===== config.mk =====
export PLATFORM = sky130hd
export DESIGN_NAME = ucrb_core
export DESIGN_NICKNAME = d
export VERILOG_FILES = /design/src/core/ucrb_core.v
export VERILOG_INCLUDE_DIRS = /design/src /design/src/core
export SDC_FILE = /design/constraint.sdc
export NUM_CORES = 1
export LEC_CHECK = 0
export BUFFER_PORTS_ARGS = -buffer_cell sky130_fd_sc_hd__buf_4
export CORE_ASPECT_RATIO = 0.75
export CORE_MARGIN = 5
export CORE_UTILIZATION = 55
export CTS_CLUSTER_DIAMETER = 50
export DETAILED_ROUTE_END_ITERATION = 7
export PLACE_DENSITY_LB_ADDON = 0.05
export SKIP_LAST_GASP = 1
export SYNTH_ARGS = -nofsm -noshare
export SYNTH_HDL_FRONTEND = slang
export SYNTH_SLANG_ARGS = --single-unit
export TNS_END_PERCENT = 1

===== constraint.sdc =====
create_clock -name clk -period 4.8 [get_ports clk]
set_input_delay 0.96 -clock clk [delete_from_list [all_inputs] [get_ports clk]]
set_output_delay 0.96 -clock clk [all_outputs]
set_load 0.1 [all_outputs]

===== src/core/ucrb_map.vh =====
`ifndef UCRB_MAP_VH
`define UCRB_MAP_VH
// ****************************************
// Register offsets (byte index on the plain port)
// ****************************************
`define UCRB_ADDR_DATA 3'h0
`define UCRB_ADDR_STAT_A 3'h1
`define UCRB_ADDR_CTRL_B 3'h2
`define UCRB_ADDR_CTRL_C 3'h3
`define UCRB_ADDR_DIV_LOW 3'h4
`define UCRB_ADDR_DIV_HIGH 3'h5
// ****************************************
// Field positions
// ****************************************
`define UCRB_A_RXC 7
`define UCRB_A_TXC 6
`define UCRB_A_DRE 5
`define UCRB_A_FE 4
`define UCRB_A_DOR 3
`define UCRB_A_PE 2
`define UCRB_A_U2X 1
`define UCRB_B_RXCIE 7
`define UCRB_B_TXCIE 6
`define UCRB_B_DREIE 5
`define UCRB_B_RXEN 4
`define UCRB_B_TXEN 3
`define UCRB_B_SZ2 2
`define UCRB_B_RECEIVE_NINTH_BIT 1
`define UCRB_B_TXB8 0
`define UCRB_C_MSEL 6
`define UCRB_C_PM1 5
`define UCRB_C_PM0 4
`define UCRB_C_SBS 3
`define UCRB_C_SZ1 2
`define UCRB_C_SZ0 1
`define UCRB_C_POL 0
`define UCRB_C_XDIR 7
// ****************************************
// Reset values and counts
// ****************************************
`define UCRB_RST_STAT_A 8'h20
`define UCRB_RST_CTRL_B 8'h00
`define UCRB_RST_CTRL_C 8'h06
`define UCRB_DIV_NORMAL 5'h10
`define UCRB_DIV_DOUBLE 5'h08
`define UCRB_DIV_SYNC 5'h02
`endif


===== src/core/ucrb_core.v =====
// Behaviour
// - Baud down-counter reloads at zero and on every low divisor byte write.
// - One baud tick per zero, rate equals clock over divisor plus one.
// - Transmit bit clock divides baud ticks by 16, 8 or 2.
// - Async receiver steps 16 or 8 sample states per bit on baud ticks; sync shifts one bit per sample edge.
// - Four clock modes; sync select picks asynchronous or synchronous.
// - In sync mode, clock direction picks internal generator or external clock.
// - Transfer clock pin used only in synchronous mode.
// - Divisor is twelve bits from high and low divisor registers.
// - Double speed halves divider and receiver samples to eight.
// - External clock passes synchroniser then edge detector, two cycles delay.
// - Sync receive samples on the edge opposite the transmit change edge.
// - Receive buffer is two-entry circular FIFO; each data read advances it unless it is empty.
// - Framing, overrun and ninth bit stored per entry; read status first.
// - With FIFO full, shift register holds a third character until next start.
// - One transmit buffer ahead of shift register gives back-to-back frames.
// - Receiver detects framing, overrun and parity errors.
// - Three interrupt requests: transmit complete, data empty, receive complete.
// - Frames of 5 to 9 data bits, 1 or 2 stops, odd or even parity.
// - Polarity clear: change on rising, sample on falling; set swaps edges.
//
// The strobed register port and the register offsets were chosen for this implementation.
`timescale 1ns/10ps
`default_nettype none
`include "ucrb_map.vh"
module ucrb_core #(
    parameter DIV_W = 12
) (
    // Clock and reset
    input wire clk,
    input wire rst_b,
    // Register port
    input wire [2:0] reg_addr,
    input wire [7:0] reg_wdata,
    input wire reg_wr,
    input wire reg_rd,
    output reg [7:0] reg_rdata_ff,
    // Serial pins
    input wire rxd_in,
    output reg txd_out_ff,
    input wire xck_in,
    output reg xck_out_ff,
    output reg xck_oe_ff,
    // Interrupt requests
    output reg irq_rx_done_ff,
    output reg irq_tx_done_ff,
    output reg irq_tx_empty_ff
);
    // ****************************************
    // Registers
    // ****************************************
    reg [7:0] stat_a_ff;
    reg [7:0] ctrl_b_ff;
    reg [7:0] ctrl_c_ff;
    reg xfer_clock_direction_ff;
    reg [3:0] baud_divisor_high_ff;
    reg [DIV_W-1:0] baud_divisor_ff;
    reg [DIV_W-1:0] cnt_ff;
    reg baud_tick_ff;
    reg [3:0] txpre_ff;
    reg xsync1_ff, xsync2_ff, xprev_ff;
    reg xck_int_ff;
    wire wr_data = reg_wr && reg_addr == `UCRB_ADDR_DATA;
    wire wr_low = reg_wr && reg_addr == `UCRB_ADDR_DIV_LOW;
    wire rd_data = reg_rd && reg_addr == `UCRB_ADDR_DATA;
    wire sync_mode_select = ctrl_c_ff[`UCRB_C_MSEL];
    wire double_speed_select = stat_a_ff[`UCRB_A_U2X];
    wire clock_polarity_select = ctrl_c_ff[`UCRB_C_POL];
    wire slave_mode = sync_mode_select && !xfer_clock_direction_ff;
    wire master_mode = sync_mode_select && xfer_clock_direction_ff;
    wire [3:0] char_size = {ctrl_b_ff[`UCRB_B_SZ2], ctrl_c_ff[`UCRB_C_SZ1],
        ctrl_c_ff[`UCRB_C_SZ0]} == 3'h7 ? 4'h9 :
        {2'h0, ctrl_c_ff[`UCRB_C_SZ1], ctrl_c_ff[`UCRB_C_SZ0]} + 4'h5;
    // Samples per bit; sync uses 2, double speed 8, else 16
    wire [4:0] spb = sync_mode_select ? `UCRB_DIV_SYNC :
        (double_speed_select ? `UCRB_DIV_DOUBLE : `UCRB_DIV_NORMAL);

    function parity_of;
        input [8:0] d;
        input [3:0] n;
        input odd;
        integer i;
        begin
            parity_of = odd;
            for (i = 0; i < 9; i = i + 1) begin
                if (i < n) begin
                    parity_of = parity_of ^ d[i];
                end
            end
        end
    endfunction

    // ****************************************
    // Baud generator
    // ****************************************
    always @(posedge clk) begin
        if (!rst_b) begin
            cnt_ff <= {DIV_W{1'b0}};
            baud_divisor_ff <= {DIV_W{1'b0}};
            baud_tick_ff <= 1'b0;
        end else begin
            baud_tick_ff <= 1'b0;
            if (wr_low) begin
                // High byte is only latched here or at reload
                baud_divisor_ff <= {baud_divisor_high_ff, reg_wdata};
                cnt_ff <= {baud_divisor_high_ff, reg_wdata};
            end else if (cnt_ff == {DIV_W{1'b0}}) begin
                cnt_ff <= {baud_divisor_high_ff, baud_divisor_ff[7:0]};
                baud_divisor_ff <= {baud_divisor_high_ff, baud_divisor_ff[7:0]};
                baud_tick_ff <= 1'b1;
            end else begin
                cnt_ff <= cnt_ff - 1'b1;
            end
        end
    end

    // ****************************************
    // Transfer clock: master divider and slave synchroniser
    // ****************************************
    wire xedge_rise = xsync2_ff && !xprev_ff;
    wire xedge_fall = !xsync2_ff && xprev_ff;
    wire mtick = baud_tick_ff && !slave_mode;
    wire [3:0] spb_m1 = spb[3:0] - 4'h1;
    wire pre_wrap = mtick && (txpre_ff == spb_m1);
    // In master mode the internal clock toggles each baud tick
    wire m_rise = master_mode && baud_tick_ff && !xck_int_ff;
    wire m_fall = master_mode && baud_tick_ff && xck_int_ff;
    wire s_rise = slave_mode ? xedge_rise : m_rise;
    wire s_fall = slave_mode ? xedge_fall : m_fall;
    // Change edge and sample edge are opposite, swapped by polarity
    wire sync_change = clock_polarity_select ? s_fall : s_rise;
    wire sync_sample = clock_polarity_select ? s_rise : s_fall;
    wire tx_bit = sync_mode_select ? sync_change : pre_wrap;
    always @(posedge clk) begin
        if (!rst_b) begin
            xsync1_ff <= 1'b0;
            xsync2_ff <= 1'b0;
            xprev_ff <= 1'b0;
            xck_int_ff <= 1'b0;
            txpre_ff <= 4'h0;
            xck_out_ff <= 1'b0;
            xck_oe_ff <= 1'b0;
        end else begin
            xsync1_ff <= xck_in;
            xsync2_ff <= xsync1_ff;
            xprev_ff <= xsync2_ff;
            if (m_rise || m_fall) begin
                xck_int_ff <= !xck_int_ff;
            end
            if (mtick) begin
                txpre_ff <= pre_wrap ? 4'h0 : txpre_ff + 4'h1;
            end
            xck_out_ff <= master_mode & (xck_int_ff ^ (m_rise | m_fall));
            xck_oe_ff <= master_mode;
        end
    end

    // ****************************************
    // Transmitter
    // ****************************************
    reg [8:0] tbuf_ff;
    reg tbuf_full_ff;
    reg [11:0] tsh_ff;
    reg [3:0] tleft_ff;
    reg tbusy_ff;
    wire [3:0] nb = char_size;
    wire tpar_en = ctrl_c_ff[`UCRB_C_PM1];
    wire [3:0] tlen = nb + {3'h0, tpar_en} + {3'h0, ctrl_c_ff[`UCRB_C_SBS]} + 4'h1;
    reg [11:0] nxt_frame;
    integer k;
    always @* begin
        nxt_frame = 12'hFFF;
        for (k = 0; k < 9; k = k + 1) begin
            if (k < nb) begin
                nxt_frame[k] = tbuf_ff[k];
            end
        end
        if (tpar_en) begin
            nxt_frame[nb] = parity_of(tbuf_ff, nb, ctrl_c_ff[`UCRB_C_PM0]);
        end
    end
    // Load only on a bit edge, so a buffered character is never dropped
    wire tload = tbuf_full_ff && ctrl_b_ff[`UCRB_B_TXEN] && tx_bit &&
        (!tbusy_ff || tleft_ff == 4'h0);
    always @(posedge clk) begin
        if (!rst_b) begin
            tbuf_ff <= 9'h000;
            tbuf_full_ff <= 1'b0;
            tsh_ff <= 12'hFFF;
            tleft_ff <= 4'h0;
            tbusy_ff <= 1'b0;
            txd_out_ff <= 1'b1;
        end else begin
            if (wr_data) begin
                tbuf_ff <= {ctrl_b_ff[`UCRB_B_TXB8], reg_wdata};
                tbuf_full_ff <= 1'b1;
            end else if (tload) begin
                tbuf_full_ff <= 1'b0;
            end
            if (tload && tx_bit) begin
                txd_out_ff <= 1'b0;
                tsh_ff <= nxt_frame;
                tleft_ff <= tlen;
                tbusy_ff <= 1'b1;
            end else if (tbusy_ff && tx_bit) begin
                if (tleft_ff == 4'h0) begin
                    tbusy_ff <= 1'b0;
                    txd_out_ff <= 1'b1;
                end else begin
                    txd_out_ff <= tsh_ff[0];
                    tsh_ff <= {1'b1, tsh_ff[11:1]};
                    tleft_ff <= tleft_ff - 4'h1;
                end
            end
        end
    end
    wire tx_done = tbusy_ff && tx_bit && tleft_ff == 4'h0 && !tload;

    // ****************************************
    // Receiver with two-entry FIFO plus shift register level
    // ****************************************
    reg [1:0] rst_ff;
    reg [3:0] rph_ff;
    reg [3:0] rcnt_ff;
    reg [10:0] rsh_ff;
    reg hold_ff;
    reg [11:0] rfifo_ff [0:1];
    reg wp_ff, rp_ff;
    reg [1:0] fill_ff;
    reg ovr_pend_ff;
    localparam RX_IDLE = 2'h0;
    localparam RX_START = 2'h1;
    localparam RX_BITS = 2'h2;
    wire rtick = sync_mode_select ? sync_sample : baud_tick_ff;
    wire [3:0] half = spb[4:1] - 4'h1;
    wire [3:0] rlen = nb + {3'h0, tpar_en};
    wire fifo_full = fill_ff == 2'h2;
    wire rpop = rd_data && fill_ff != 2'h0;
    wire start_seen = rtick && !rxd_in && ctrl_b_ff[`UCRB_B_RXEN];
    // Held character may move in once an entry frees up
    wire push = hold_ff && !fifo_full;
    // Nine data bits, parity and stop need eleven places; stop lands on top
    wire [10:0] rdat = rsh_ff >> (4'hA - rlen);
    wire rpar_bad = tpar_en && (parity_of(rdat[8:0], nb, ctrl_c_ff[`UCRB_C_PM0]) !=
        rdat[nb]);
    wire [11:0] rentry = {rpar_bad, !rsh_ff[10] ? 1'b1 : 1'b0, ovr_pend_ff,
        rdat[8:0] & ~(9'h1FF << nb)};
    wire [11:0] rhead = rfifo_ff[rp_ff];
    always @(posedge clk) begin
        if (!rst_b) begin
            rst_ff <= RX_IDLE;
            rph_ff <= 4'h0;
            rcnt_ff <= 4'h0;
            rsh_ff <= 11'h000;
            hold_ff <= 1'b0;
            wp_ff <= 1'b0;
            rp_ff <= 1'b0;
            fill_ff <= 2'h0;
            ovr_pend_ff <= 1'b0;
            rfifo_ff[0] <= 12'h000;
            rfifo_ff[1] <= 12'h000;
        end else begin
            if (push) begin
                rfifo_ff[wp_ff] <= rentry;
                wp_ff <= !wp_ff;
                ovr_pend_ff <= 1'b0;
            end
            if (rpop) begin
                rp_ff <= !rp_ff;
            end
            fill_ff <= fill_ff + {1'b0, push} - {1'b0, rpop};
            case (rst_ff)
                RX_IDLE: begin
                    if (start_seen) begin
                        // New start with a held character and a full FIFO: it is lost
                        if (hold_ff && fifo_full) begin
                            hold_ff <= 1'b0;
                            ovr_pend_ff <= 1'b1;
                        end
                        rph_ff <= 4'h0;
                        rst_ff <= sync_mode_select ? RX_BITS : RX_START;
                        rcnt_ff <= 4'h0;
                    end
                end
                RX_START: begin
                    if (rtick) begin
                        if (rph_ff == half) begin
                            rph_ff <= 4'h0;
                            rst_ff <= rxd_in ? RX_IDLE : RX_BITS;
                        end else begin
                            rph_ff <= rph_ff + 4'h1;
                        end
                    end
                end
                RX_BITS: begin
                    if (rtick) begin
                        if (rph_ff == spb_m1 || sync_mode_select) begin
                            rph_ff <= 4'h0;
                            rsh_ff <= {rxd_in, rsh_ff[10:1]};
                            if (rcnt_ff == rlen) begin
                                rst_ff <= RX_IDLE;
                                hold_ff <= 1'b1;
                            end
                            rcnt_ff <= rcnt_ff + 4'h1;
                        end else begin
                            rph_ff <= rph_ff + 4'h1;
                        end
                    end
                end
                default: begin
                    rst_ff <= RX_IDLE;
                end
            endcase
            if (push && !(rst_ff == RX_BITS && rtick && rcnt_ff == rlen)) begin
                hold_ff <= 1'b0;
            end
        end
    end

    // ****************************************
    // Register port and interrupts
    // ****************************************
    reg txc_ff;
    always @(posedge clk) begin
        if (!rst_b) begin
            stat_a_ff <= `UCRB_RST_STAT_A;
            ctrl_b_ff <= `UCRB_RST_CTRL_B;
            ctrl_c_ff <= `UCRB_RST_CTRL_C;
            xfer_clock_direction_ff <= 1'b0;
            baud_divisor_high_ff <= 4'h0;
            txc_ff <= 1'b0;
            reg_rdata_ff <= 8'h00;
            irq_rx_done_ff <= 1'b0;
            irq_tx_done_ff <= 1'b0;
            irq_tx_empty_ff <= 1'b0;
        end else begin
            if (reg_wr && reg_addr == `UCRB_ADDR_STAT_A) begin
                stat_a_ff[`UCRB_A_U2X] <= reg_wdata[`UCRB_A_U2X];
            end
            if (reg_wr && reg_addr == `UCRB_ADDR_CTRL_B) begin
                ctrl_b_ff[7:2] <= reg_wdata[7:2];
                ctrl_b_ff[`UCRB_B_TXB8] <= reg_wdata[`UCRB_B_TXB8];
            end
            if (reg_wr && reg_addr == `UCRB_ADDR_CTRL_C) begin
                ctrl_c_ff <= {1'b0, reg_wdata[6:0]};
                xfer_clock_direction_ff <= reg_wdata[`UCRB_C_XDIR];
            end
            if (reg_wr && reg_addr == `UCRB_ADDR_DIV_HIGH) begin
                baud_divisor_high_ff <= reg_wdata[3:0];
            end
            // Set beats a write-one clear in the same cycle
            if (tx_done) begin
                txc_ff <= 1'b1;
            end else if (reg_wr && reg_addr == `UCRB_ADDR_STAT_A &&
                reg_wdata[`UCRB_A_TXC]) begin
                txc_ff <= 1'b0;
            end
            ctrl_b_ff[`UCRB_B_RECEIVE_NINTH_BIT] <= rhead[8];
            reg_rdata_ff <= 8'h00;
            if (reg_rd) begin
                case (reg_addr)
                    `UCRB_ADDR_DATA: reg_rdata_ff <= rhead[7:0];
                    `UCRB_ADDR_STAT_A: reg_rdata_ff <= {fill_ff != 2'h0, txc_ff,
                        !tbuf_full_ff, rhead[10], rhead[9], rhead[11],
                        double_speed_select, 1'b0};
                    `UCRB_ADDR_CTRL_B: reg_rdata_ff <= {ctrl_b_ff[7:2], rhead[8],
                        ctrl_b_ff[0]};
                    `UCRB_ADDR_CTRL_C: reg_rdata_ff <= {xfer_clock_direction_ff,
                        ctrl_c_ff[6:0]};
                    `UCRB_ADDR_DIV_LOW: reg_rdata_ff <= baud_divisor_ff[7:0];
                    `UCRB_ADDR_DIV_HIGH: reg_rdata_ff <= {4'h0, baud_divisor_high_ff};
                    default: reg_rdata_ff <= 8'h00;
                endcase
            end
            irq_rx_done_ff <= ctrl_b_ff[`UCRB_B_RXCIE] && fill_ff != 2'h0;
            irq_tx_done_ff <= ctrl_b_ff[`UCRB_B_TXCIE] && txc_ff;
            irq_tx_empty_ff <= ctrl_b_ff[`UCRB_B_DREIE] && !tbuf_full_ff;
        end
    end
endmodule // ucrb_core
`default_nettype wire


# Word-level counts from Yosys, hierarchy flattened
# Memories as Yosys holds them, arrays and structs flattened. A register that Yosys moved wholly into a read port is not among the register bits.
# Cells that the tools add are included.
[totals]
output_inout_bits = 14
ff_bits = 118
memories = 1
mem_bits_rw = 24
[memory_table]
columns = ["name", "words", "word_bits", "read_ports", "rd_clocked_by_memory_dff", "write_ports", "line", "text"]
rows = [
  ["rfifo_ff", 2, 12, 1, 1, 2, "ucrb_core.v:227", "reg [11:0] rfifo_ff [0:1];"],
]
[op_classes]
n_reduce_logical = 75
addsub = 14
muxes = 111
n_eq_ne = 22
magnitude_cmp = 11
shifts = 2
bitwise = 24
[ops]
columns = ["op", "count"]
rows = [
  ["12-bit 2-to-1 mux", 7],
  ["1-bit 2-to-1 mux", 73],
  ["4-bit 2-to-1 mux", 12],
  ["8-bit one-hot mux with 6 select lines", 1],
  ["1-bit logical AND", 37],
  ["1-bit XOR", 19],
  ["4-bit by 1-bit adder with 4-bit output, second input constant", 4],
  ["4-bit == test", 4],
  ["3-bit by 4-bit less-than comparator with 1-bit output, first input constant", 4],
  ["2-bit 2-to-1 mux", 8],
  ["2-bit != test, second input constant", 7],
  ["1-bit logical NOT", 13],
  ["12-bit bitwise mux", 1],
  ["12-bit logical NOT", 1],
  ["4-bit one-hot mux with 3 select lines", 1],
  ["6-bit AND reduction", 2],
  ["2-bit nonzero test", 6],
  ["12-bit OR reduction", 1],
  ["12-bit by 1-bit subtractor with 12-bit output, second input constant", 1],
  ["4-bit by 1-bit subtractor with 4-bit output, second input constant", 3],
  ["11-bit by 4-bit right shift with 11-bit output", 1],
  ["5-bit 2-to-1 mux", 2],
  ["9-bit AND", 1],
  ["3-bit == test, second input constant", 3],
  ["other kinds (36)", 47],
]

# Longest topological paths before layout
[depth]
ltp_word = 32
ltp_mapped = 17
depth_no_buf = 15

# Worst setup path after synthesis
# OpenSTA, ideal clock, no wires.
[synth_path]
kind = "register -> register"
startpoint = "register ctrl_c_ff[1]"
endpoint = "memory rfifo_ff[1][11], data pin"
required_time_ns = 4.640
setup_ns = 0.160
synth_period_minus_slack_ns = 4.085
stages_incl_launch_ff = 18
slack_ns = 0.715
arrival_ns = 3.925
path_buffers = 2
cell_sequence = "dfxtp_1 ha_1 and2_1 clkbuf_1 nor2_1 inv_1 ha_1 fa_1 ha_1 buf_2 mux4_2 nand3_1 a21oi_1 xnor2_1 xnor3_1 xnor2_1 xnor3_1 nor3b_1"
[synth_rtl]
columns = ["element", "line", "text"]
rows = [
  ["from (decl)", "ucrb_core.v:54", "reg [7:0] ctrl_c_ff;"],
  ["from (signal assigned)", "ucrb_core.v:328", "ctrl_c_ff <= `UCRB_RST_CTRL_C;"],
  ["from (signal assigned)", "ucrb_core.v:345", "ctrl_c_ff <= {1'b0, reg_wdata[6:0]};"],
  ["to (decl)", "ucrb_core.v:227", ""],
]

==> impl_metrics.env <==
export IMPL_worstSetupPathType="reg -> reg"
export IMPL_cts_reportedPaths_clkPinSlew_ns=0.06
export IMPL_wirelength_um=19400
export IMPL_skew_ns=0.00588
export IMPL_rsz0062_at_grt="false"
export IMPL_clk_latency_ns=0.42
export IMPL_globalplace_congestion=0.885
export IMPL_grt_pass1_wl_um=31700
export IMPL_setup_violations=0
export IMPL_p_int_mw=2.33
export IMPL_post_cts_buffers=0
export IMPL_worst_slew_pin_slew_ns=1.17
export IMPL_start_util=0.554
export IMPL_vias=6241
export IMPL_root_buffer="clkbuf_16"
export IMPL_finalHoldViolCount=0
export IMPL_post_route_period_util=0.913
export IMPL_synth_nets=894
export IMPL_cp_max_fo=12
export IMPL_async_flop_share=0
export IMPL_grt_pass1_vias=6003
export IMPL_synthFlopType="dfxtp_1"
export IMPL_port_buffers=30
export IMPL_fin_crit_ns=4.38
export IMPL_swShare=0.276
export IMPL_diodes=0
export IMPL_htreeDepth=4
export IMPL_first_pass_iters=5
export IMPL_startpoint_type="flop"
export IMPL_cts_resized=0
export IMPL_ys_seq_area_frac=0.413
export IMPL_cp_arrival_ns=4.62
export IMPL_crit_required_ns=5.04
export IMPL_coreArea_um2=13600
export IMPL_leakage_nw=3.20
export IMPL_pwr_share_comb=0.172
export IMPL_yosys_top_cells_count="130 x nand2_1, 119 x dfxtp_1, 96 x nor2_1"
export IMPL_power_frac_seq=0.418
export IMPL_drcViolationCount=0
export IMPL_ir_drop_mv=0.343
export IMPL_cts_made_buffers=17
export IMPL_io_pins=31
export IMPL_cts_tree="done"
export IMPL_finalWorstSetupSlack_ns=0.417
export IMPL_worstHoldPathType="reg -> reg"
export IMPL_cpMaxStageDelayCell="fa_1"
export IMPL_clock_path_buffers=2
export IMPL_antenna_found_initial=0
export IMPL_synth_area_um2=7520
export IMPL_dp_hpwl_um=14000
export IMPL_relSlewSlack=0.215
export IMPL_p_switching_mw=0.888
export IMPL_path_common_cell="ha_1"
export IMPL_yosys_area_top_type="dfxtp_1"
export IMPL_power_frac_clock=0.410
export IMPL_gr_total_overflow=0
export IMPL_routedWlPerCell_um=18.5
export IMPL_rows=37
export IMPL_syn_inst=852
export IMPL_cts_hold_buffers_added=0
export IMPL_ys_ff_latch=143
export IMPL_clock_sinks=143
export IMPL_yosysMostFrequentCell="nand2_1"
export IMPL_cp_cell_sequence="ha_1 -> and2_1 -> nor2_1 -> inv_1 -> ha_1 -> fa_1 -> ha_4 -> mux2_2 -> o21a_1 -> a221oi_1 -> a211oi_1 -> o32ai_1 -> xnor2_1 -> xnor3_1 -> nor3b_1"
export IMPL_synth_avg_cell_area_um2=8.82
export IMPL_p_per_area_nw_per_um2=383
export IMPL_die_y_um=111
export IMPL_die_area_um2=16100
export IMPL_ant_nets=0
export IMPL_ys_types=70
export IMPL_synthTopCellsByArea="dfxtp_1 32%, edfxtp_1 9.6%, nand2_1 6.5%, a21oi_1 5.1%, nor2_1 4.8%"
export IMPL_synth_warnings=0
export IMPL_grt_usage=0.244
export IMPL_max_freq_ghz=0.228
export IMPL_nNetsFinal=903
export IMPL_grt_max_degree=62
export IMPL_synth_edf_count=24
export IMPL_yosys_area_top_type_share=0.317
export IMPL_finalPower_mw=3.22
export IMPL_dp_slack_ns=0.227
export IMPL_slew_viol_final=0
export IMPL_drt_iter0_markers=491
export IMPL_drive_above_1_share=0.117
export IMPL_areaGrowthSynthToFinish_pct=12.0
export IMPL_viasPerCell=5.95
export IMPL_die_width_um=145
export IMPL_cp_end_kind="flop"
export IMPL_slowest_delay_ns=0.59
export IMPL_tns_ns=0
export IMPL_status="finished, final reports clean"
export IMPL_drv_cap=0
==> worst paths after layout <==
path	startpoint	slack (ns)	endpoint	cells after the start
setup / recovery	ctrl_c_ff[2]	0.42	rfifo_ff[1][11]	15
setup reg to reg	ctrl_c_ff[2]	0.42	rfifo_ff[1][11]	15
hold reg to reg	rsh_ff[0]	0.46	rsh_ff[0]	2
hold / removal	rsh_ff[0]	0.46	rsh_ff[0]	2
==> layer usage <==
layer,share of wire,routed length [um],GRT usage
met2,0.45,8700,0.377
met3,0.061,1170,0.0466
met1,0.48,9250,0.350
met5,0,0,0
met4,0.013,244,0.0659
==> cells by family after synthesis <==
kind of cell,Yosys count,share of synthesized area
fa+ha+maj,25,0.0426
mux,47,0.0857
flops,143,0.413
compound gates,186,0.160
simple gates,342,0.212
xor+xnor,37,0.0486
buf+inv,72,0.0388
==> worst max-delay path, delay by kind of cell (launching register included) <==
kind	cells	cell delay (ns)
adder cells (fa/ha/maj)	4	1.46
multiplexers	1	0.39
XOR/XNOR	2	0.44
flip-flops	1	0.40
AND/OR/NAND/NOR	3	0.63
AO/OA/AOI/OAI	4	0.75
buffers and inverters	1	0.14
==> flip-flops by register name, indices dropped and copies added, names as in the netlist, 2 cells and up, named ones only <==
| name | flops |
|---|---|
| cnt_ff | 12 |
| txpre_ff | 4 |
| ctrl_b_ff | 7 |
| rcnt_ff | 4 |
| rsh_ff | 11 |
| rfifo_ff | 24 |
| rph_ff | 4 |
| baud_divisor_high_ff | 4 |
| baud_divisor_ff | 8 |
| fill_ff | 2 |
| tsh_ff | 12 |
| ctrl_c_ff | 7 |
| tbuf_ff | 9 |
| tleft_ff | 4 |
| rst_ff | 2 |
| reg_rdata_ff | 8 |
==> placed cells by master (no fill, tap or decap), drive strengths merged, types with 7 or more instances in the layout <==
| cell | Yosys | layout |
|---|---|---|
| nand2 | 130 | 130 |
| nand3 | 16 | 16 |
| a31oi | 7 | 7 |
| dfxtp | 119 | 119 |
| clkinv | 0 | 7 |
| mux2 | 9 | 9 |
| edfxtp | 24 | 24 |
| xnor2 | 23 | 23 |
| mux2i | 25 | 25 |
| buf | 11 | 36 |
| o211ai | 16 | 16 |
| a21oi | 76 | 76 |
| nor2 | 97 | 97 |
| inv | 26 | 28 |
| nor3 | 14 | 14 |
| nand2b | 12 | 12 |
| and2 | 9 | 9 |
| o21ai | 26 | 26 |
| mux4 | 13 | 13 |
| nor2b | 9 | 9 |
| ha | 24 | 24 |
| or3 | 8 | 8 |
| a211oi | 18 | 18 |
| clkbuf | 35 | 17 |
| nor3b | 9 | 9 |
| xor2 | 11 | 11 |
| and3 | 8 | 8 |
==> metrics by stage <==
step	util	std cells	hold slack, ns	area (um^2)
floorplan	-	852	0.412	7520
global placement	0.576	1017	0.443	7810
detailed placement	0.576	1017	0.451	7810
CTS	0.620	1049	0.462	8410
global route	0.621	1049	0.497	8420
finish	0.621	1049	0.462	8420
==> area by class of cell <==
type	count	area, um^2
clock inverters	15	168
flip-flops and latches	143	3100
fillers	1137	5140
clock buffers	17	425
repair buffers	36	270
well taps	175	219
multi-input cells	637	4140
inverters	26	97.6
==> power groups by stage <==
stage                     sequential (mW)  clock, mW  combinational (mW)
after floorplan                      1.37          0               0.434
after global placement               1.37          0               0.538
after detailed placement             1.37          0               0.544
after CTS                            1.35       1.34               0.549
after global routing                 1.36       1.40               0.619
final                                1.35       1.32               0.554
Power figures use the tool's default switching activity.
